## config.mk

```make
export PLATFORM = sky130hd
export DESIGN_NAME = pckw_port_top
export DESIGN_NICKNAME = d
export VERILOG_FILES = /design/src/verilog/pckw_pkg.sv /design/src/verilog/pckw_port_top.sv
export SDC_FILE = /design/constraint.sdc
export NUM_CORES = 1
export LEC_CHECK = 0
export BUFFER_PORTS_ARGS = -buffer_cell sky130_fd_sc_hd__buf_2
export CORE_MARGIN = 2
export CORE_UTILIZATION = 35
export DETAILED_ROUTE_END_ITERATION = 8
export PLACE_DENSITY_LB_ADDON = 0.15
export SLEW_MARGIN = 20
export SYNTH_ARGS = -nofsm -noshare
export SYNTH_HDL_FRONTEND = slang
export SYNTH_SLANG_ARGS = --single-unit
```

## constraint.sdc

```tcl
create_clock -name clock_i -period 7.3 [get_ports clock_i]
set_input_delay 1.095 -clock clock_i [delete_from_list [all_inputs] [get_ports clock_i]]
set_output_delay 1.095 -clock clock_i [all_outputs]
set_load 0.02 [all_outputs]
```

## src/verilog/pckw_pkg.sv

```systemverilog
// Constants, types and register map of the port configuration and keypad wake block.
// Assumes an APB master with 32-bit data and a single 25 MHz CPU clock.
package pckw_pkg;

    // ****************************************************************
    // Geometry
    // ****************************************************************
    localparam int NPIN        = 18;
    localparam int P0_BASE     = 0;
    localparam int P1_BASE     = 8;
    localparam int P2_BASE     = 16;
    localparam int PIN_OD_A    = 10;
    localparam int PIN_OD_B    = 11;
    localparam int PIN_RST_IN  = 13;
    localparam int PIN_OSC_OUT = 16;
    localparam int PIN_OSC_IN  = 17;

    // ****************************************************************
    // Output modes, {mode_sel_a, mode_sel_b}
    // ****************************************************************
    localparam logic [1:0] MODE_QUASI = 2'h0;
    localparam logic [1:0] MODE_PUSH  = 2'h1;
    localparam logic [1:0] MODE_INPUT = 2'h2;
    localparam logic [1:0] MODE_ODRN  = 2'h3;

    // ****************************************************************
    // Register byte addresses
    // ****************************************************************
    localparam logic [7:0] ADDR_P0_DATA   = 8'h00;
    localparam logic [7:0] ADDR_P1_DATA   = 8'h04;
    localparam logic [7:0] ADDR_P2_DATA   = 8'h08;
    localparam logic [7:0] ADDR_P0_MODE_A = 8'h0C;
    localparam logic [7:0] ADDR_P0_MODE_B = 8'h10;
    localparam logic [7:0] ADDR_P1_MODE_A = 8'h14;
    localparam logic [7:0] ADDR_P1_MODE_B = 8'h18;
    localparam logic [7:0] ADDR_P2_EXTRA  = 8'h1C;
    localparam logic [7:0] ADDR_P2_MODE_B = 8'h20;
    localparam logic [7:0] ADDR_KPD_EN    = 8'h24;
    localparam logic [7:0] ADDR_AUX       = 8'h28;

    // ****************************************************************
    // Field positions
    // ****************************************************************
    localparam int P2X_CLKOUT  = 2;
    localparam int P2X_T0_TOG  = 3;
    localparam int P2X_T1_TOG  = 4;
    localparam int P2X_HYST0   = 5;
    localparam int AUX_KIRQ_EN = 0;
    localparam int AUX_KFLAG   = 1;

    // ****************************************************************
    // Reset values and timing
    // ****************************************************************
    localparam logic [7:0] MODE_RST     = 8'h00;
    localparam logic [7:0] KPD_EN_RST   = 8'h00;
    localparam int         STRONG_PU_CLK = 2;
    localparam logic [1:0] STRONG_PU_CYC = 2'(STRONG_PU_CLK);

    // Per-pin pad driver controls
    typedef struct packed {
        logic vweak_pu;
        logic weak_pu;
        logic strong_pu;
        logic pull_down;
    } pckw_drive_t;

    // Per-pin input stage controls
    typedef struct packed {
        logic in_en;
        logic hyst_en;
    } pckw_insel_t;

endpackage : pckw_pkg

```

## src/verilog/pckw_port_top.sv

```systemverilog
// Three-port pad control with per-pin output modes and keypad wake detection.
// Assumes pads return their level on pin_level_i and obey the drive struct.
module pckw_port_top (
    // Clock and reset
    input  wire logic                          clock_i,
    input  wire logic                          rst_i,
    // APB slave
    input  wire logic                          psel_i,
    input  wire logic                          penable_i,
    input  wire logic                          pwrite_i,
    input  wire logic [7:0]                    paddr_i,
    input  wire logic [31:0]                   pwdata_i,
    output logic [31:0]                        prdata_o,
    output logic                               pready_o,
    output logic                               pslverr_o,
    // Nonvolatile options
    input  wire logic                          reset_level_high_opt_i,
    input  wire logic                          internal_reset_opt_i,
    input  wire logic                          xtal_osc_opt_i,
    // Pads
    input  wire logic [pckw_pkg::NPIN-1:0]     pin_level_i,
    output pckw_pkg::pckw_drive_t [pckw_pkg::NPIN-1:0] drive_o,
    output pckw_pkg::pckw_insel_t [pckw_pkg::NPIN-1:0] insel_o,
    // Enables for neighbouring blocks
    output logic                               t0_toggle_en_o,
    output logic                               t1_toggle_en_o,
    output logic                               clkout_en_o,
    // Keypad
    output logic                               keypad_irq_o,
    output logic                               keypad_wake_o
);
    import pckw_pkg::*;

    // ****************************************************************
    // Storage
    // ****************************************************************
    logic [NPIN-1:0]  latch_reg;
    logic [NPIN-1:0]  latch_prev_reg;
    logic [7:0]       p0_mode_a_reg;
    logic [7:0]       p0_mode_b_reg;
    logic [7:0]       p1_mode_a_reg;
    logic [7:0]       p1_mode_b_reg;
    logic [7:0]       p2_extra_reg;
    logic [1:0]       p2_mode_b_reg;
    logic [7:0]       keypad_pin_enable_reg;
    logic             keypad_irq_en_reg;
    logic             keypad_event_flag;
    logic [NPIN-1:0]  sync1_reg;
    logic [NPIN-1:0]  sync2_reg;
    logic [1:0]       strong_cnt_reg [NPIN];
    logic [31:0]      rdata_reg;
    pckw_drive_t [NPIN-1:0] drive_next;
    pckw_insel_t [NPIN-1:0] insel_next;
    pckw_drive_t [NPIN-1:0] drive_reg;
    pckw_insel_t [NPIN-1:0] insel_reg;

    logic             wr_acc;
    logic             setup;
    logic             addr_ok;
    logic [NPIN-1:0]  mode_a;
    logic [NPIN-1:0]  mode_b;
    logic [NPIN-1:0]  pin_read;
    logic [2:0]       hyst_port;
    logic             keypad_hit;
    logic [31:0]      rdata_next;

    // ****************************************************************
    // APB decode
    // ****************************************************************
    assign setup  = psel_i & ~penable_i;
    assign wr_acc = psel_i & penable_i & pwrite_i & addr_ok;

    always_comb begin
        case (paddr_i)
            ADDR_P0_DATA, ADDR_P1_DATA, ADDR_P2_DATA,
            ADDR_P0_MODE_A, ADDR_P0_MODE_B, ADDR_P1_MODE_A,
            ADDR_P1_MODE_B, ADDR_P2_EXTRA, ADDR_P2_MODE_B,
            ADDR_KPD_EN, ADDR_AUX: addr_ok = 1'b1;
            default:               addr_ok = 1'b0;
        endcase
    end

    // Zero wait states; read data was caught in the setup cycle
    assign pready_o  = 1'b1;
    assign pslverr_o = psel_i & penable_i & ~addr_ok;
    assign prdata_o  = rdata_reg;

    always_comb begin
        rdata_next = 32'h0000_0000;
        case (paddr_i)
            ADDR_P0_DATA:   rdata_next[7:0] = pin_read[P0_BASE +: 8];
            ADDR_P1_DATA:   rdata_next[7:0] = pin_read[P1_BASE +: 8];
            ADDR_P2_DATA:   rdata_next[1:0] = pin_read[P2_BASE +: 2];
            ADDR_P0_MODE_A: rdata_next[7:0] = p0_mode_a_reg;
            ADDR_P0_MODE_B: rdata_next[7:0] = p0_mode_b_reg;
            ADDR_P1_MODE_A: rdata_next[7:0] = p1_mode_a_reg;
            ADDR_P1_MODE_B: rdata_next[7:0] = p1_mode_b_reg;
            ADDR_P2_EXTRA:  rdata_next[7:0] = p2_extra_reg;
            ADDR_P2_MODE_B: rdata_next[1:0] = p2_mode_b_reg;
            ADDR_KPD_EN:    rdata_next[7:0] = keypad_pin_enable_reg;
            ADDR_AUX: begin
                rdata_next[AUX_KIRQ_EN] = keypad_irq_en_reg;
                rdata_next[AUX_KFLAG]   = keypad_event_flag;
            end
            default:        rdata_next = 32'h0000_0000;
        endcase
    end

    always_ff @(posedge clock_i) begin
        if (rst_i) begin
            rdata_reg <= 32'h0000_0000;
        end else if (setup) begin
            rdata_reg <= rdata_next;
        end
    end

    // ****************************************************************
    // Port latches
    // ****************************************************************
    always_ff @(posedge clock_i) begin
        if (rst_i) begin
            // Reset level is a strap; sampling it under synchronous reset is clocked
            latch_reg <= {NPIN{reset_level_high_opt_i}};
        end else if (wr_acc) begin
            if (paddr_i == ADDR_P0_DATA) begin
                latch_reg[P0_BASE +: 8] <= pwdata_i[7:0];
            end
            if (paddr_i == ADDR_P1_DATA) begin
                latch_reg[P1_BASE +: 8] <= pwdata_i[7:0];
            end
            if (paddr_i == ADDR_P2_DATA) begin
                latch_reg[P2_BASE +: 2] <= pwdata_i[1:0];
            end
        end
    end

    // ****************************************************************
    // Mode registers
    // ****************************************************************
    always_ff @(posedge clock_i) begin
        if (rst_i) begin
            p0_mode_a_reg <= MODE_RST;
            p0_mode_b_reg <= MODE_RST;
            p1_mode_a_reg <= MODE_RST;
            p1_mode_b_reg <= MODE_RST;
            p2_extra_reg  <= MODE_RST;
            p2_mode_b_reg <= MODE_RST[1:0];
        end else if (wr_acc) begin
            if (paddr_i == ADDR_P0_MODE_A) begin
                p0_mode_a_reg <= pwdata_i[7:0];
            end
            if (paddr_i == ADDR_P0_MODE_B) begin
                p0_mode_b_reg <= pwdata_i[7:0];
            end
            if (paddr_i == ADDR_P1_MODE_A) begin
                p1_mode_a_reg <= pwdata_i[7:0];
            end
            if (paddr_i == ADDR_P1_MODE_B) begin
                p1_mode_b_reg <= pwdata_i[7:0];
            end
            if (paddr_i == ADDR_P2_EXTRA) begin
                p2_extra_reg <= pwdata_i[7:0];
            end
            if (paddr_i == ADDR_P2_MODE_B) begin
                p2_mode_b_reg <= pwdata_i[1:0];
            end
        end
    end

    // Low two bits of the extra register are port 2 mode bits
    assign mode_a = {p2_extra_reg[1:0], p1_mode_a_reg, p0_mode_a_reg};
    assign mode_b = {p2_mode_b_reg, p1_mode_b_reg, p0_mode_b_reg};

    // Upper bits carry unrelated enables
    assign hyst_port      = p2_extra_reg[P2X_HYST0 +: 3];
    assign t0_toggle_en_o = p2_extra_reg[P2X_T0_TOG];
    assign t1_toggle_en_o = p2_extra_reg[P2X_T1_TOG];
    assign clkout_en_o    = p2_extra_reg[P2X_CLKOUT];

    // ****************************************************************
    // Pin synchroniser
    // ****************************************************************
    always_ff @(posedge clock_i) begin
        if (rst_i) begin
            sync1_reg <= '0;
            sync2_reg <= '0;
        end else begin
            sync1_reg <= pin_level_i;
            sync2_reg <= sync1_reg;
        end
    end

    // ****************************************************************
    // Strong pull-up pulse
    // ****************************************************************
    always_ff @(posedge clock_i) begin
        if (rst_i) begin
            latch_prev_reg <= {NPIN{reset_level_high_opt_i}};
            for (int k = 0; k < NPIN; k++) begin
                strong_cnt_reg[k] <= 2'h0;
            end
        end else begin
            latch_prev_reg <= latch_reg;
            for (int k = 0; k < NPIN; k++) begin
                if (latch_reg[k] & ~latch_prev_reg[k]) begin
                    strong_cnt_reg[k] <= STRONG_PU_CYC;
                end else if (strong_cnt_reg[k] != 2'h0) begin
                    strong_cnt_reg[k] <= strong_cnt_reg[k] - 2'h1;
                end
            end
        end
    end

    // ****************************************************************
    // Per-pin driver decode
    // ****************************************************************
    for (genvar i = 0; i < NPIN; i++) begin : g_pin
        logic [1:0] mode;
        logic       fixed_od;
        logic       fixed_in;
        logic       off;
        logic       lat;
        logic       quasi;

        assign fixed_od = (i == PIN_OD_A) || (i == PIN_OD_B);
        assign fixed_in = (i == PIN_RST_IN);
        assign lat      = latch_reg[i];

        always_comb begin
            if (fixed_od) begin
                mode = MODE_ODRN;
            end else if (fixed_in) begin
                mode = MODE_INPUT;
            end else begin
                mode = {mode_a[i], mode_b[i]};
            end
        end

        // Crystal takes both oscillator pins; reset pin needs internal reset
        assign off = (((i == PIN_OSC_OUT) || (i == PIN_OSC_IN)) && xtal_osc_opt_i)
                   || (fixed_in && !internal_reset_opt_i);
        assign quasi = (mode == MODE_QUASI) && !off;

        assign drive_next[i].vweak_pu  = quasi & lat;
        assign drive_next[i].weak_pu   = quasi & lat & sync2_reg[i];
        assign drive_next[i].strong_pu = !off &&
            ((quasi && strong_cnt_reg[i] != 2'h0)
             || (mode == MODE_PUSH && lat));
        // Input-only pads never pull; open drain only sinks
        assign drive_next[i].pull_down = !off && mode != MODE_INPUT && !lat;

        assign insel_next[i].in_en   = !off;
        assign insel_next[i].hyst_en = fixed_od || fixed_in
                                     || hyst_port[i / 8];
        assign pin_read[i] = sync2_reg[i] & !off;
    end

    // Registered pad controls keep pad glitches off the drivers
    always_ff @(posedge clock_i) begin
        if (rst_i) begin
            drive_reg <= '0;
            insel_reg <= '0;
        end else begin
            drive_reg <= drive_next;
            insel_reg <= insel_next;
        end
    end

    assign drive_o = drive_reg;
    assign insel_o = insel_reg;

    // ****************************************************************
    // Keypad wake
    // ****************************************************************
    always_ff @(posedge clock_i) begin
        if (rst_i) begin
            keypad_pin_enable_reg <= KPD_EN_RST;
            keypad_irq_en_reg     <= 1'b0;
        end else if (wr_acc) begin
            if (paddr_i == ADDR_KPD_EN) begin
                keypad_pin_enable_reg <= pwdata_i[7:0];
            end
            if (paddr_i == ADDR_AUX) begin
                keypad_irq_en_reg <= pwdata_i[AUX_KIRQ_EN];
            end
        end
    end

    // Function is active while any pin is enabled
    assign keypad_hit = |(~sync2_reg[P0_BASE +: 8] & keypad_pin_enable_reg);

    always_ff @(posedge clock_i) begin
        if (rst_i) begin
            keypad_event_flag <= 1'b0;
        end else if (keypad_hit) begin
            // Set beats a clear in the same cycle
            keypad_event_flag <= 1'b1;
        end else if (wr_acc && paddr_i == ADDR_AUX && !pwdata_i[AUX_KFLAG]) begin
            keypad_event_flag <= 1'b0;
        end
    end

    assign keypad_irq_o  = keypad_event_flag & keypad_irq_en_reg;
    // Wake is the flag gated by the interrupt enable, so power-down exit needs keypad_irq_en_reg set
    assign keypad_wake_o = keypad_irq_o;

endmodule : pckw_port_top

```

### Word-level counts from Yosys, hierarchy flattened

Memory sizes are Yosys's and may differ from the RTL's.
Index checks and enable logic that the tools add are counted.

* memories kept: 1
* output and inout port bits: 147
* register bits after elaboration: 217
* word-level logic and storage cells: 590
* bits in writable memories: 36

* add/sub/neg operators: 18
* equality and inequality tests: 40
* bitwise operators: 115
* mux-type cells: 176
* reduce and logical (&&, ||, !) cells: 139

Memories
* strong_cnt_reg: depth 18, width 2, rd ports 18, clocked after memory_dff 0, write ports 18, line pckw_port_top.sv:50 `logic [1:0] strong_cnt_reg [NPIN];`

Operators with widths (count)
* $mux 1: 131
* $mux 2: 37
* $and 1x1->1: 57
* $mux 18: 3
* $logic_and 1x1->1: 53
* $pmux 6 s8: 1
* $reduce_bool 2->1: 23
* $or 1x1->1: 36
* $sub 2x1->2 const B: 18
* $eq 8x5->1 const B: 4
* $mux 32: 1
* $eq 2x1->1 const B: 15
* $logic_not 2->1: 15
* $ne 2x2->1 const B: 15
* $eq 8x6->1 const B: 3
* $pmux 2 s11: 1
* $reduce_and 2->1: 11
* $not 1->1: 20
* $logic_not 1->1: 19
* $eq 8x4->1 const B: 2
* $mux 8: 2
* $logic_or 1x1->1: 15
* $reduce_or 11->1: 1
* $and 8x8->8: 1
* other kinds (4): 4

### Depth between registers and ports, before layout

Gate-level depths: netlist of run 1.

* depth after elaboration: 8
* mapped depth: 8

### Worst setup path after synthesis of run 1

Ideal clock, no wire load.

* kind: input to register
* from: input port paddr_i[7]
* to: register latch_reg[0] (enable)
* setup slack: 4.029 ns
* arrival time: 2.887 ns
* data required time: 6.916 ns
* buffers on the path: 1
* cell stages on the path: 4
* cells stage by stage: clkbuf_2 -> or4_4 -> or4_1 -> o21ai_0

* longest elaborated chain between the ends: 6
* elaborated cells on any way between the ends: 17
* those cells by class: eq/ne: 10; mux: 1; bitwise: 1; reduce/logical: 5

RTL lines
* from (decl): line pckw_port_top.sv:11 `input wire logic [7:0] paddr_i,`
* $eq 8x3->1, or another cell as far along: line pckw_port_top.sv:74 `case (paddr_i)`
* $reduce_or 11->1: line pckw_port_top.sv:74
* $mux 1: line pckw_port_top.sv:74
* $and 1x1->1: line pckw_port_top.sv:71 `assign wr_acc = psel_i & penable_i & pwrite_i & addr_ok;`
* $reduce_bool 2->1 (no source line)
* $reduce_and 2->1 (no source line) (*)
* to (signal assigned): line pckw_port_top.sv:123 `latch_reg <= {NPIN{reset_level_high_opt_i}};`
* to (signal, indexed assignment): line pckw_port_top.sv:126 `latch_reg[P0_BASE +: 8] <= pwdata_i[7:0];`
* to (signal, indexed assignment): line pckw_port_top.sv:129 `latch_reg[P1_BASE +: 8] <= pwdata_i[7:0];`
* to (decl): line pckw_port_top.sv:37 `logic [NPIN-1:0] latch_reg;`

Every way passes the cells marked *; elsewhere a longest branch is shown, timed or not.
A chain may end at the register's enable or synchronous reset.

### Worst setup path in the final report of run 1

* from: input port paddr_i[2]
* to: output port pslverr_o

* longest elaborated chain between the ends: 5
* elaborated cells on any way between the ends: 15
* those cells by class: eq/ne: 10; mux: 1; bitwise: 2; reduce/logical: 2

RTL lines
* $eq 8x3->1, or another cell as far along: line pckw_port_top.sv:74
* $reduce_or 11->1 (*): line pckw_port_top.sv:74
* $mux 1 (*): line pckw_port_top.sv:74
* $not 1->1 (*): line pckw_port_top.sv:85 `assign pslverr_o = psel_i & penable_i & ~addr_ok;`
* $and 1x1->1 (*): line pckw_port_top.sv:85
* to (decl): line pckw_port_top.sv:15 `output logic pslverr_o,`

Marked as above.

==> out/metrics.cfg, run 1 <==
[placed_design]
gp_congestion = 0.815
place_ws_ps = 3530
place_area_mm2 = 0.00986
place_hpwl_um = 16200
portBuffers = 153

[clock_tree]
postCtsHoldBufs = 0
cts_max_level = 1
cts_resized = 0
cts_tree = built
cts.sinks = 226
clk_pin_slew_worst_paths_ps = 60
cts.path.max_buffers = 3
cts-root-buf = clkbuf_16
numCtsBuffers = 24
clock_latency_ps = 520
cts_setup_buffers = 0

[synthesis]
syn_inst = 965
synth.avg_cell_area_um2 = 9.49
synth_top_family_by_area = simple AND/OR/NAND/NOR gates
synth.distinct_cells = 53
synth-compound-area-share_pct = 8.59
yosysSeqAreaShare_pct = 54.5
syn_area_mm2 = 0.00916
yosys_warnings = 0
synth-xor-area-share_pct = 0
synthAdderAreaFrac_pct = 2.05
synth-simple-area-share_pct = 19.3
synth-seq-cells = 226
synth.mux.area_fraction_pct = 4.91

[timing]
tightest_slew_ps = 1170
drv_slew = 0
relSlewSlack_pct = 21.6
final.setup.worst_slack_ps = 3520
rsz0062_at_grt = false
tns_ps = 0
timing.fmax_mhz = 264
skew_ps = 12.8
hold_viol = 0
timing.final.crit_share_pct = 51.8
setup_violations = 0
finalCriticalPeriod_ps = 3780

[worst_setup_path]
crit_path_cell_trace = buf_2, buf_4, and2_1, o21ai_0, a31oi_1, buf_2
path_max_fanout = 39
worst-path-buf-inv = 3
reg2reg_from = p0_mode_b_reg[7]$_SDFFE_PP0P_
cp_num_cells = 6
cp.required_ps = 6200
cpMostUsedCell = buf_2
crit_family = buffers and inverters
worstSetupPathType = in -> out
critical_path.max_stage_delay_ps = 410
end_kind = output pin
timing.rr.end = drive_o[30]$_SDFF_PP0_
rrSetupSlack_ps = 5710
worstRegToRegCells = 2
cp_slowest_cell = and2_1
critPathArrivalTime_ps = 2690
startpoint_type = input port

[hold_path]
hold_path_end = drive_o[44]$_SDFF_PP0_
hold_class = reg -> reg
hold_depth = 1
worstHoldStart = latch_reg[11]$_DFFE_PP_

[pwr]
finalPower_mw = 3.27
power.leakage_nw = 4.60
powerDensity_mw_per_mm2 = 308
irDropWorstVdd_uv = 142

[grt]
grt_pass1_vias = 6213
grt_overflow = 0
track_usage_pct = 16.2
grt_pass1_wl_um = 35700
grt_start_max_net_pins = 82
use_met3_pct = 3.53
use_met2_pct = 23.6
antenna_found_initial = 3
top_usage_layer = met1
use_met1_pct = 24.2

[layout]
nNetsFinal = 1155
fin_area_mm2 = 0.0106
final_layout_size_suffix_gt1_share_pct = 18.9
fill_cells = 2621
syn_to_final_growth_pct = 15.9
largest_reg_flops = 62

[die]
row_count = 59
ios = 213
initial_core_util_pct = 35.4
dieArea_mm2 = 0.0275
core_mm2 = 0.0258
die_w_um = 166
die_h_um = 166

[routing]
first_pass_iters = 5
viasPerCell = 4.67
drt-wirelength-per-cell_um = 16.0
ant_nets = 0
wl_um = 22800
vias = 6668
drc = 0
drt_iter0_drc = 536

[flow_run]
drv_cap = 0

[run_status]
status = finished clean

==> layout by cell type, fill, tap and decap left out, types with 2 or more instances in the layout <==
cell type / count
nand2_1: 80
ha_1: 15
o32ai_1: 2
nor4b_1: 3
o21ai_0: 41
mux2i_1: 37
clkbuf_16: 25
diode_2: 2
clkbuf_1: 11
and2_1: 18
nor4_1: 33
a32o_1: 2
o22ai_1: 2
nand3b_1: 4
edfxtp_1: 47
nor2b_1: 44
nor4_2: 2
buf_4: 6
nor3_1: 18
inv_1: 78
a22oi_1: 2
o221ai_1: 2
nand2b_1: 2
mux4_2: 3
a221oi_1: 4
a32oi_1: 3
clkinv_2: 2
clkbuf_8: 5
buf_2: 152
a21oi_1: 45
a211oi_1: 14
a31oi_1: 4
o2bb2ai_1: 3
nand3_1: 19
nor2_1: 127
dfxtp_1: 179
conb_1: 35
or4b_2: 3
==> layer usage <==
metal  wire length [um]  up-vias
li1                   -     3369
met1              11400     3048
met2               9350      221
met3               1600       30
met4                397        0
met5                  0        -
==> how the worst max path moves through the flow <==
| stage | from | to | slack (ps) |
|---|---|---|---|
| after floorplan | paddr_i[7] | latch_reg[0]$_DFFE_PP_ | 4030 |
| after global placement | paddr_i[2] | pslverr_o | 3520 |
| after detailed placement | paddr_i[2] | pslverr_o | 3530 |
| after CTS | paddr_i[2] | pslverr_o | 3520 |
| after global routing | paddr_i[2] | pslverr_o | 3390 |
| final | paddr_i[2] | pslverr_o | 3520 |
==> final cells by class <==
| cell class | count | area [um2] | share of cell area [%] |
|---|---|---|---|
| inverters | 78 | 293 | 2.76 |
| repair buffers | 159 | 817 | 7.70 |
| flip-flops and latches | 226 | 4990 | 47.1 |
| well taps | 335 | 419 | 3.95 |
| clock buffers | 41 | 736 | 6.93 |
| diodes | 2 | 5.00 | 0.0472 |
| multi-input cells | 585 | 3340 | 31.4 |
| clock inverters | 2 | 10.0 | 0.0943 |
==> worst register-to-register path, cell delays in order, from the launching register on <==
cell     delay (ps)
dfxtp_1         390
nor4_1          880
and2_1          270
==> synthesized netlist by cell type (all sizes together) <==
cell type  count  area (um2)
a22o           1        8.76
o221ai         2        17.5
o31ai          1        7.51
a2111oi        1        8.76
a211oi        14         105
mux4           3        67.6
mux2i         37         370
or4b           3        30.0
nor3          18        90.1
clkbuf        34         129
o22ai          2        12.5
conb           2        7.51
nor4          35         225
mux2           1        11.3
inv           78         293
nor3b          1        7.51
a22oi          2        15.0
or2            2        12.5
dfxtp        179        3580
ha            15         188
nand2         81         307
o21a           1        7.51
buf           75         542
a32o           2        20.0
nor2b         44         275
nand3b         4        30.0
nor2         127         477
a221oi         4        35.0
or4            2        18.8
a211o          1        8.76
nand2b         2        12.5
nor4b          5        58.8
nand3         20         105
or3            1        6.26
a32oi          3        26.3
o21ai         42         210
and2          18         113
edfxtp        47        1410
o2bb2ai        3        26.3
a21oi         45         225
a222oi         1        10.0
a31oi          4        25.0
o32ai          2        17.5
==> metrics by stage <==
step	hold WS, ps	util [%]	cells
2_1_floorplan	379	-	998
3_3_place_gp	411	38.2	1383
3_5_place_dp	423	38.2	1383
4_1_cts	435	41.0	1426
5_1_grt	440	41.1	1428
6_report	432	41.1	1428
==> cell families after synthesis <==
logic type               Yosys count
AO/OA/AOI/OAI                    131
adder cells (fa/ha/maj)           15
buffers and inverters            187
flip-flops                       226
multiplexers                      41
other                              2
AND/OR/NAND/NOR                  363
==> where the power goes <==
| part | internal (mW) | switching (mW) |
|---|---|---|
| Combinational | 0.210 | 0.385 |
| Clock | 0.679 | 0.477 |
| Sequential | 1.46 | 0.0534 |
| Total | 2.35 | 0.916 |
No activity file was read; power rests on OpenSTA's default activity.
==> run 2: changes to the inputs <==
Clock period 7.3 ns to 3.05 ns, I/O delays scaled along.
==> run 2 against run 1 <==
  * Non-clock buffer count up 18
  * Combinational power up 140%
  * Largest power group unchanged
  * Total power up 140%
  * Register-to-register slack worse by 4200 ps
  * Critical path depth shrank 1
  * Via count grew 1.2%
  * Final cell count rose by 1.1%
  * Die area is the same
  * Setup slack got worse by 2600 ps
  * Routed wire length is 1.4% higher
  * Clock skew up 3.9 ps
==> out/metrics.cfg, run 2 (synthesis gave the netlist of run 1 again) <==
[pwr]
irDropWorstVdd_uv = 426  ; +200%
powerDensity_mw_per_mm2 = 739  ; +140%
power.leakage_nw = 4.71  ; +2.5%

[timing]
skew_ps = 16.7  ; +3.88 ps
setup_violations = 0  ; unchanged
relSlewSlack_pct = 36.2  ; +15 points
hold_viol = 0  ; unchanged
timing.final.crit_share_pct = 69.2
tightest_slew_ps = 948  ; -220 ps
finalCriticalPeriod_ps = 2110
rsz0062_at_grt = false
tns_ps = 0  ; unchanged
timing.fmax_mhz = 474
drv_slew = 0  ; unchanged

[grt]
grt_pass1_wl_um = 36000  ; +0.93%
grt_pass1_vias = 6120  ; -1.5%
grt_overflow = 0  ; unchanged
grt_start_max_net_pins = 70  ; -15%
track_usage_pct = 16.4  ; +0.19 points
antenna_found_initial = 0  ; -3

[clock_tree]
cts.path.max_buffers = 3  ; unchanged
clock_latency_ps = 530  ; about the same
cts-root-buf = clkbuf_16
cts_max_level = 1  ; unchanged
cts_setup_buffers = 0  ; unchanged
cts_tree = built
cts.sinks = 226  ; unchanged
postCtsHoldBufs = 0  ; unchanged
cts_resized = 0  ; unchanged
numCtsBuffers = 24  ; unchanged
clk_pin_slew_worst_paths_ps = 60  ; about the same

[worst_setup_path]
timing.rr.end = prdata_o[6]$_SDFFE_PP0P_
end_kind = output pin
critPathArrivalTime_ps = 1650  ; -1040 ps
crit_family = compound AO/OA/AOI/OAI gates
reg2reg_from = p1_mode_b_reg[6]$_SDFFE_PP0P_
rrSetupSlack_ps = 1500  ; -4210 ps
worstRegToRegCells = 3  ; +1
worstSetupPathType = in -> out
crit_path_cell_trace = buf_2, and2_1, o21ai_0, a31oi_1, buf_2
cpMostUsedCell = buf_2
cp_num_cells = 5  ; -1
cp.required_ps = 2590  ; -3610 ps
worst-path-buf-inv = 2  ; -1
cp_slowest_cell = and2_1
startpoint_type = input port
critical_path.max_stage_delay_ps = 390  ; -20 ps
path_max_fanout = 8  ; -79%

[hold_path]
hold_path_end = sync1_reg[13]$_SDFF_PP0_
hold_depth = 2  ; +1
worstHoldStart = pin_level_i[13]
hold_class = in -> reg

[routing]
first_pass_iters = 5  ; unchanged
drc = 0  ; unchanged
wl_um = 23100  ; +1.4%
drt_iter0_drc = 463  ; -14%
vias = 6751  ; +1.2%
drt-wirelength-per-cell_um = 16.0  ; +0.25%
viasPerCell = 4.68  ; +0.12%
ant_nets = 0  ; unchanged

[run_status]
status = finished clean

[flow_run]
drv_cap = 0  ; unchanged

[die]
die_h_um = 166  ; unchanged
core_mm2 = 0.0258  ; unchanged
initial_core_util_pct = 35.4  ; unchanged
row_count = 59  ; unchanged
dieArea_mm2 = 0.0275  ; unchanged
ios = 213  ; unchanged
die_w_um = 166  ; unchanged

[layout]
syn_to_final_growth_pct = 17.8
largest_reg_flops = 62  ; unchanged
layout_common_cells = dfxtp_1 (179), buf_2 (152), nor2_1 (127), nand2_1 (80), inv_1 (78)
nNetsFinal = 1173  ; +1.6%
final_layout_size_suffix_gt1_share_pct = 20.3  ; +1.4 points
final_common_cell = dfxtp_1
instances_no_fill = 1444  ; +1.1%

[placed_design]
portBuffers = 153  ; unchanged
dp_cells = 1401  ; +1.3%
place_hpwl_um = 16700  ; +2.8%
gp_congestion = 0.845  ; +3.7%

-- run 2: layout make-up --
cell class / instances / area, um2
diodes: 1 / 2.50
inverters: 78 / 293
multi-input cells: 585 / 3330
well taps: 335 / 419
clock inverters: 7 / 95.1
flip-flops and latches: 226 / 4990
repair buffers: 177 / 965
clock buffers: 35 / 692
fillers: 2617 / 15000
-- run 2: report_power, final --
group          switching (mW)  leakage [nW]  internal (mW)  total [mW]
Clock                    1.18         0.385           1.74        2.91
Combinational           0.927          2.36          0.516        1.44
Sequential              0.123          1.97           3.50        3.62
-- run 2: stage by stage --
stage	hold WS [ps]	utilization (%)	worst slack (ps)	area, um2	power, mW
3_5_place_dp	409	38.7	446	10000	5.13
6_report	142	41.8	939	10800	7.97
3_3_place_gp	416	38.7	476	10000	5.11
4_1_cts	116	41.8	939	10800	8.06
2_1_floorplan	379	-	416	9280	4.77
5_1_grt	131	41.8	837	10800	8.47
-- run 2: worst max path at each step --
| stage | from | end | slack, ps |
|---|---|---|---|
| 3_3_place_gp | paddr_i[1] | p0_mode_a_reg[4]$_SDFFE_PP0P_ | 480 |
| 5_1_grt | paddr_i[2] | pslverr_o | 840 |
| 6_report | paddr_i[2] | pslverr_o | 940 |
| 2_1_floorplan | paddr_i[7] | latch_reg[0]$_DFFE_PP_ | 420 |
| 4_1_cts | paddr_i[2] | pslverr_o | 940 |
| 3_5_place_dp | paddr_i[1] | p0_mode_a_reg[3]$_SDFFE_PP0P_ | 450 |
-- run 2: metal layers --
layer / vias to the layer above / global-route usage (%) / wire length, um
li1: 3418 / - / -
met1: 3118 / 25.2 / 11800
met2: 187 / 23.5 / 9530
met3: 28 / 3.03 / 1460
met4: 0 / 4.20 / 350
met5: - / 0 / 0
==> run 3: changes to the inputs <==
Clock period 3.05 ns to 2 ns, I/O delays scaled along.
==> run 3 against run 2 <==
  * Routed wire length increased by 0.79%
  * Register-to-register slack got worse by 1000 ps
  * Clock power increased by 43%
  * Largest power group unchanged
  * Highest routed layer unchanged
==> out/metrics.cfg, run 3 (synthesis gave the netlist of run 1 again) <==
[timing]
timing.fmax_mhz = 534
tightest_slew_ps = 648  ; -300 ps
finalCriticalPeriod_ps = 1870
skew_ps = 8.31  ; -8.37 ps
setup_violations = 0  ; unchanged
relSlewSlack_pct = 56.8  ; +21 points
timing.final.crit_share_pct = 93.7
rsz0062_at_grt = false
drv_slew = 0  ; unchanged
hold_viol = 0  ; unchanged

[clock_tree]
cts.path.max_buffers = 3  ; unchanged
cts_max_level = 1  ; unchanged
cts-root-buf = clkbuf_16
clock_latency_ps = 520  ; about the same
cts_tree = built
cts_setup_buffers = 0  ; unchanged
cts.sinks = 226  ; unchanged
numCtsBuffers = 24  ; unchanged
clk_pin_slew_worst_paths_ps = 60  ; about the same

[placed_design]
gp_congestion = 0.827  ; -2.1%
portBuffers = 153  ; unchanged
place_area_mm2 = 0.0104  ; +4.3%
place_hpwl_um = 17400  ; +4.3%

[worst_setup_path]
worstRegToRegCells = 3  ; unchanged
rrSetupSlack_ps = 500  ; -1000 ps
reg2reg_from = p0_mode_b_reg[4]$_SDFFE_PP0P_
cp.required_ps = 1700  ; -890 ps
startpoint_type = input port
path_max_fanout = 15  ; +7
worstSetupPathType = in -> out
critPathArrivalTime_ps = 1570  ; -80 ps
end_kind = output pin
timing.rr.end = prdata_o[4]$_SDFFE_PP0P_

[die]
die_h_um = 166  ; unchanged
dieArea_mm2 = 0.0275  ; unchanged
initial_core_util_pct = 35.4  ; unchanged
ios = 213  ; unchanged
die_w_um = 166  ; unchanged
core_mm2 = 0.0258  ; unchanged
row_count = 59  ; unchanged

[layout]
fin_area_mm2 = 0.0113  ; +5.0%
final_common_cell = dfxtp_1
largest_reg_flops = 62  ; unchanged
layout_common_cells = dfxtp_1 (179), buf_2 (152), nor2_1 (127), nand2_1 (80), inv_1 (78)
nNetsFinal = 1236  ; +5.4%
final_layout_size_suffix_gt1_share_pct = 23.4  ; +3.1 points
final_core_util_pct = 43.8  ; +2.1 points
syn_to_final_growth_pct = 23.7

[routing]
viasPerCell = 4.64  ; -0.69%
vias = 7006  ; +3.8%
drt-wirelength-per-cell_um = 15.4  ; -3.6%
drt_iter0_drc = 534  ; +15%
wl_um = 23300  ; +0.79%
first_pass_iters = 5  ; unchanged
ant_nets = 0  ; unchanged
drc = 0  ; unchanged

[grt]
grt_pass1_wl_um = 36100  ; +0.14%
grt_overflow = 0  ; unchanged
grt_start_max_net_pins = 35  ; -50%
antenna_found_initial = 4  ; +4
track_usage_pct = 16.4  ; +0.049 points
grt_pass1_vias = 6421  ; +4.9%

[pwr]
swShare_pct = 28.1  ; +0.21 points
comb_power_share_pct = 19.1  ; +1.0 points
p_seq_share_pct = 46.2  ; +0.8 points
p_clk_share_pct = 34.7  ; -1.8 points
power_switching_mw = 3.37  ; +51%
irDropWorstVdd_uv = 701  ; +64%
p_int_mw = 8.60  ; +50%
power.leakage_nw = 5.01  ; +6.3%
powerDensity_mw_per_mm2 = 1060  ; +43%

[hold_path]
worstHoldStart = pin_level_i[4]
hold_class = in -> reg
hold_path_end = sync1_reg[4]$_SDFF_PP0_
hold_depth = 2  ; unchanged

[flow_run]
drv_cap = 0  ; unchanged

[run_status]
status = finished clean

run 3: changes by cell type in the layout (fill, tap and decap cells not counted), sizes merged, moves of 2 or more:
cell / change
bufinv: -2
clkbuf: +4
buf: +47
dlygate4sd3: +16
run 3: area by class of cell:
type	count	area, um2
repair buffers	240	1540
well taps	335	419
clock inverters	4	22.5
inverters	78	293
flip-flops and latches	226	4990
multi-input cells	585	3350
clock buffers	39	708
diodes	2	5.00
fillers	2569	14500
run 3: power by group through the flow:
stage               Clock, mW  Combinational, mW  Sequential [mW]
floorplan                   0               1.49             5.79
global placement            0               2.24             5.62
detailed placement          0               2.27             5.63
CTS                      4.28               2.30             5.53
global route             4.44               2.64             5.59
finish                   4.16               2.28             5.53
run 3: what timing repair did:
item	in CTS	in global routing
resized for setup	0	0
hold endpoints to repair	16	0
hold buffers	16	0
run 3: per-stage QoR:
step | TNS [ps] | power (mW) | hold slack, ps | std cells | setup WS [ps]
after detailed placement | -9520 | 7.90 | 418 | 1448 | -252
after floorplan | -1300 | 7.28 | 379 | 998 | -76.9
after CTS | 0 | 12.1 | 1.06 | 1507 | 132
after global placement | -8810 | 7.86 | 408 | 1448 | -250
final | 0 | 12.0 | 16.0 | 1509 | 126
after global routing | 0 | 12.7 | 11.5 | 1509 | 48.4
run 3: worst max path at each step:
stage / from / endpoint / slack (ps) / cells after the start
after floorplan: paddr_i[7] / p0_mode_a_reg[7]$_SDFFE_PP0P_ / -80 / 7
after CTS: paddr_i[2] / pslverr_o / 130 / 5
after global placement: paddr_i[1] / p0_mode_a_reg[1]$_SDFFE_PP0P_ / -250 / 6
after global routing: paddr_i[2] / pslverr_o / 50 / 5
after detailed placement: paddr_i[1] / p0_mode_a_reg[1]$_SDFFE_PP0P_ / -250 / 6
final: paddr_i[2] / pslverr_o / 130 / 5
run 3: worst max-delay path, stage by stage:
cell     delay, ps
buf_2          360
and2_1         300
o21ai_0        150
a31oi_1        250
buf_2          210
run 3: layer usage:
metal | share of wire, % | GRT usage [%] | routed length [um] | vias up
met4 | 2.1 | 4.95 | 497 | 0
met2 | 41 | 24.0 | 9640 | 251
met3 | 6.6 | 2.72 | 1540 | 42
met1 | 50 | 24.8 | 11600 | 3162
li1 | - | - | - | 3551
met5 | 0 | 0 | 0 | -
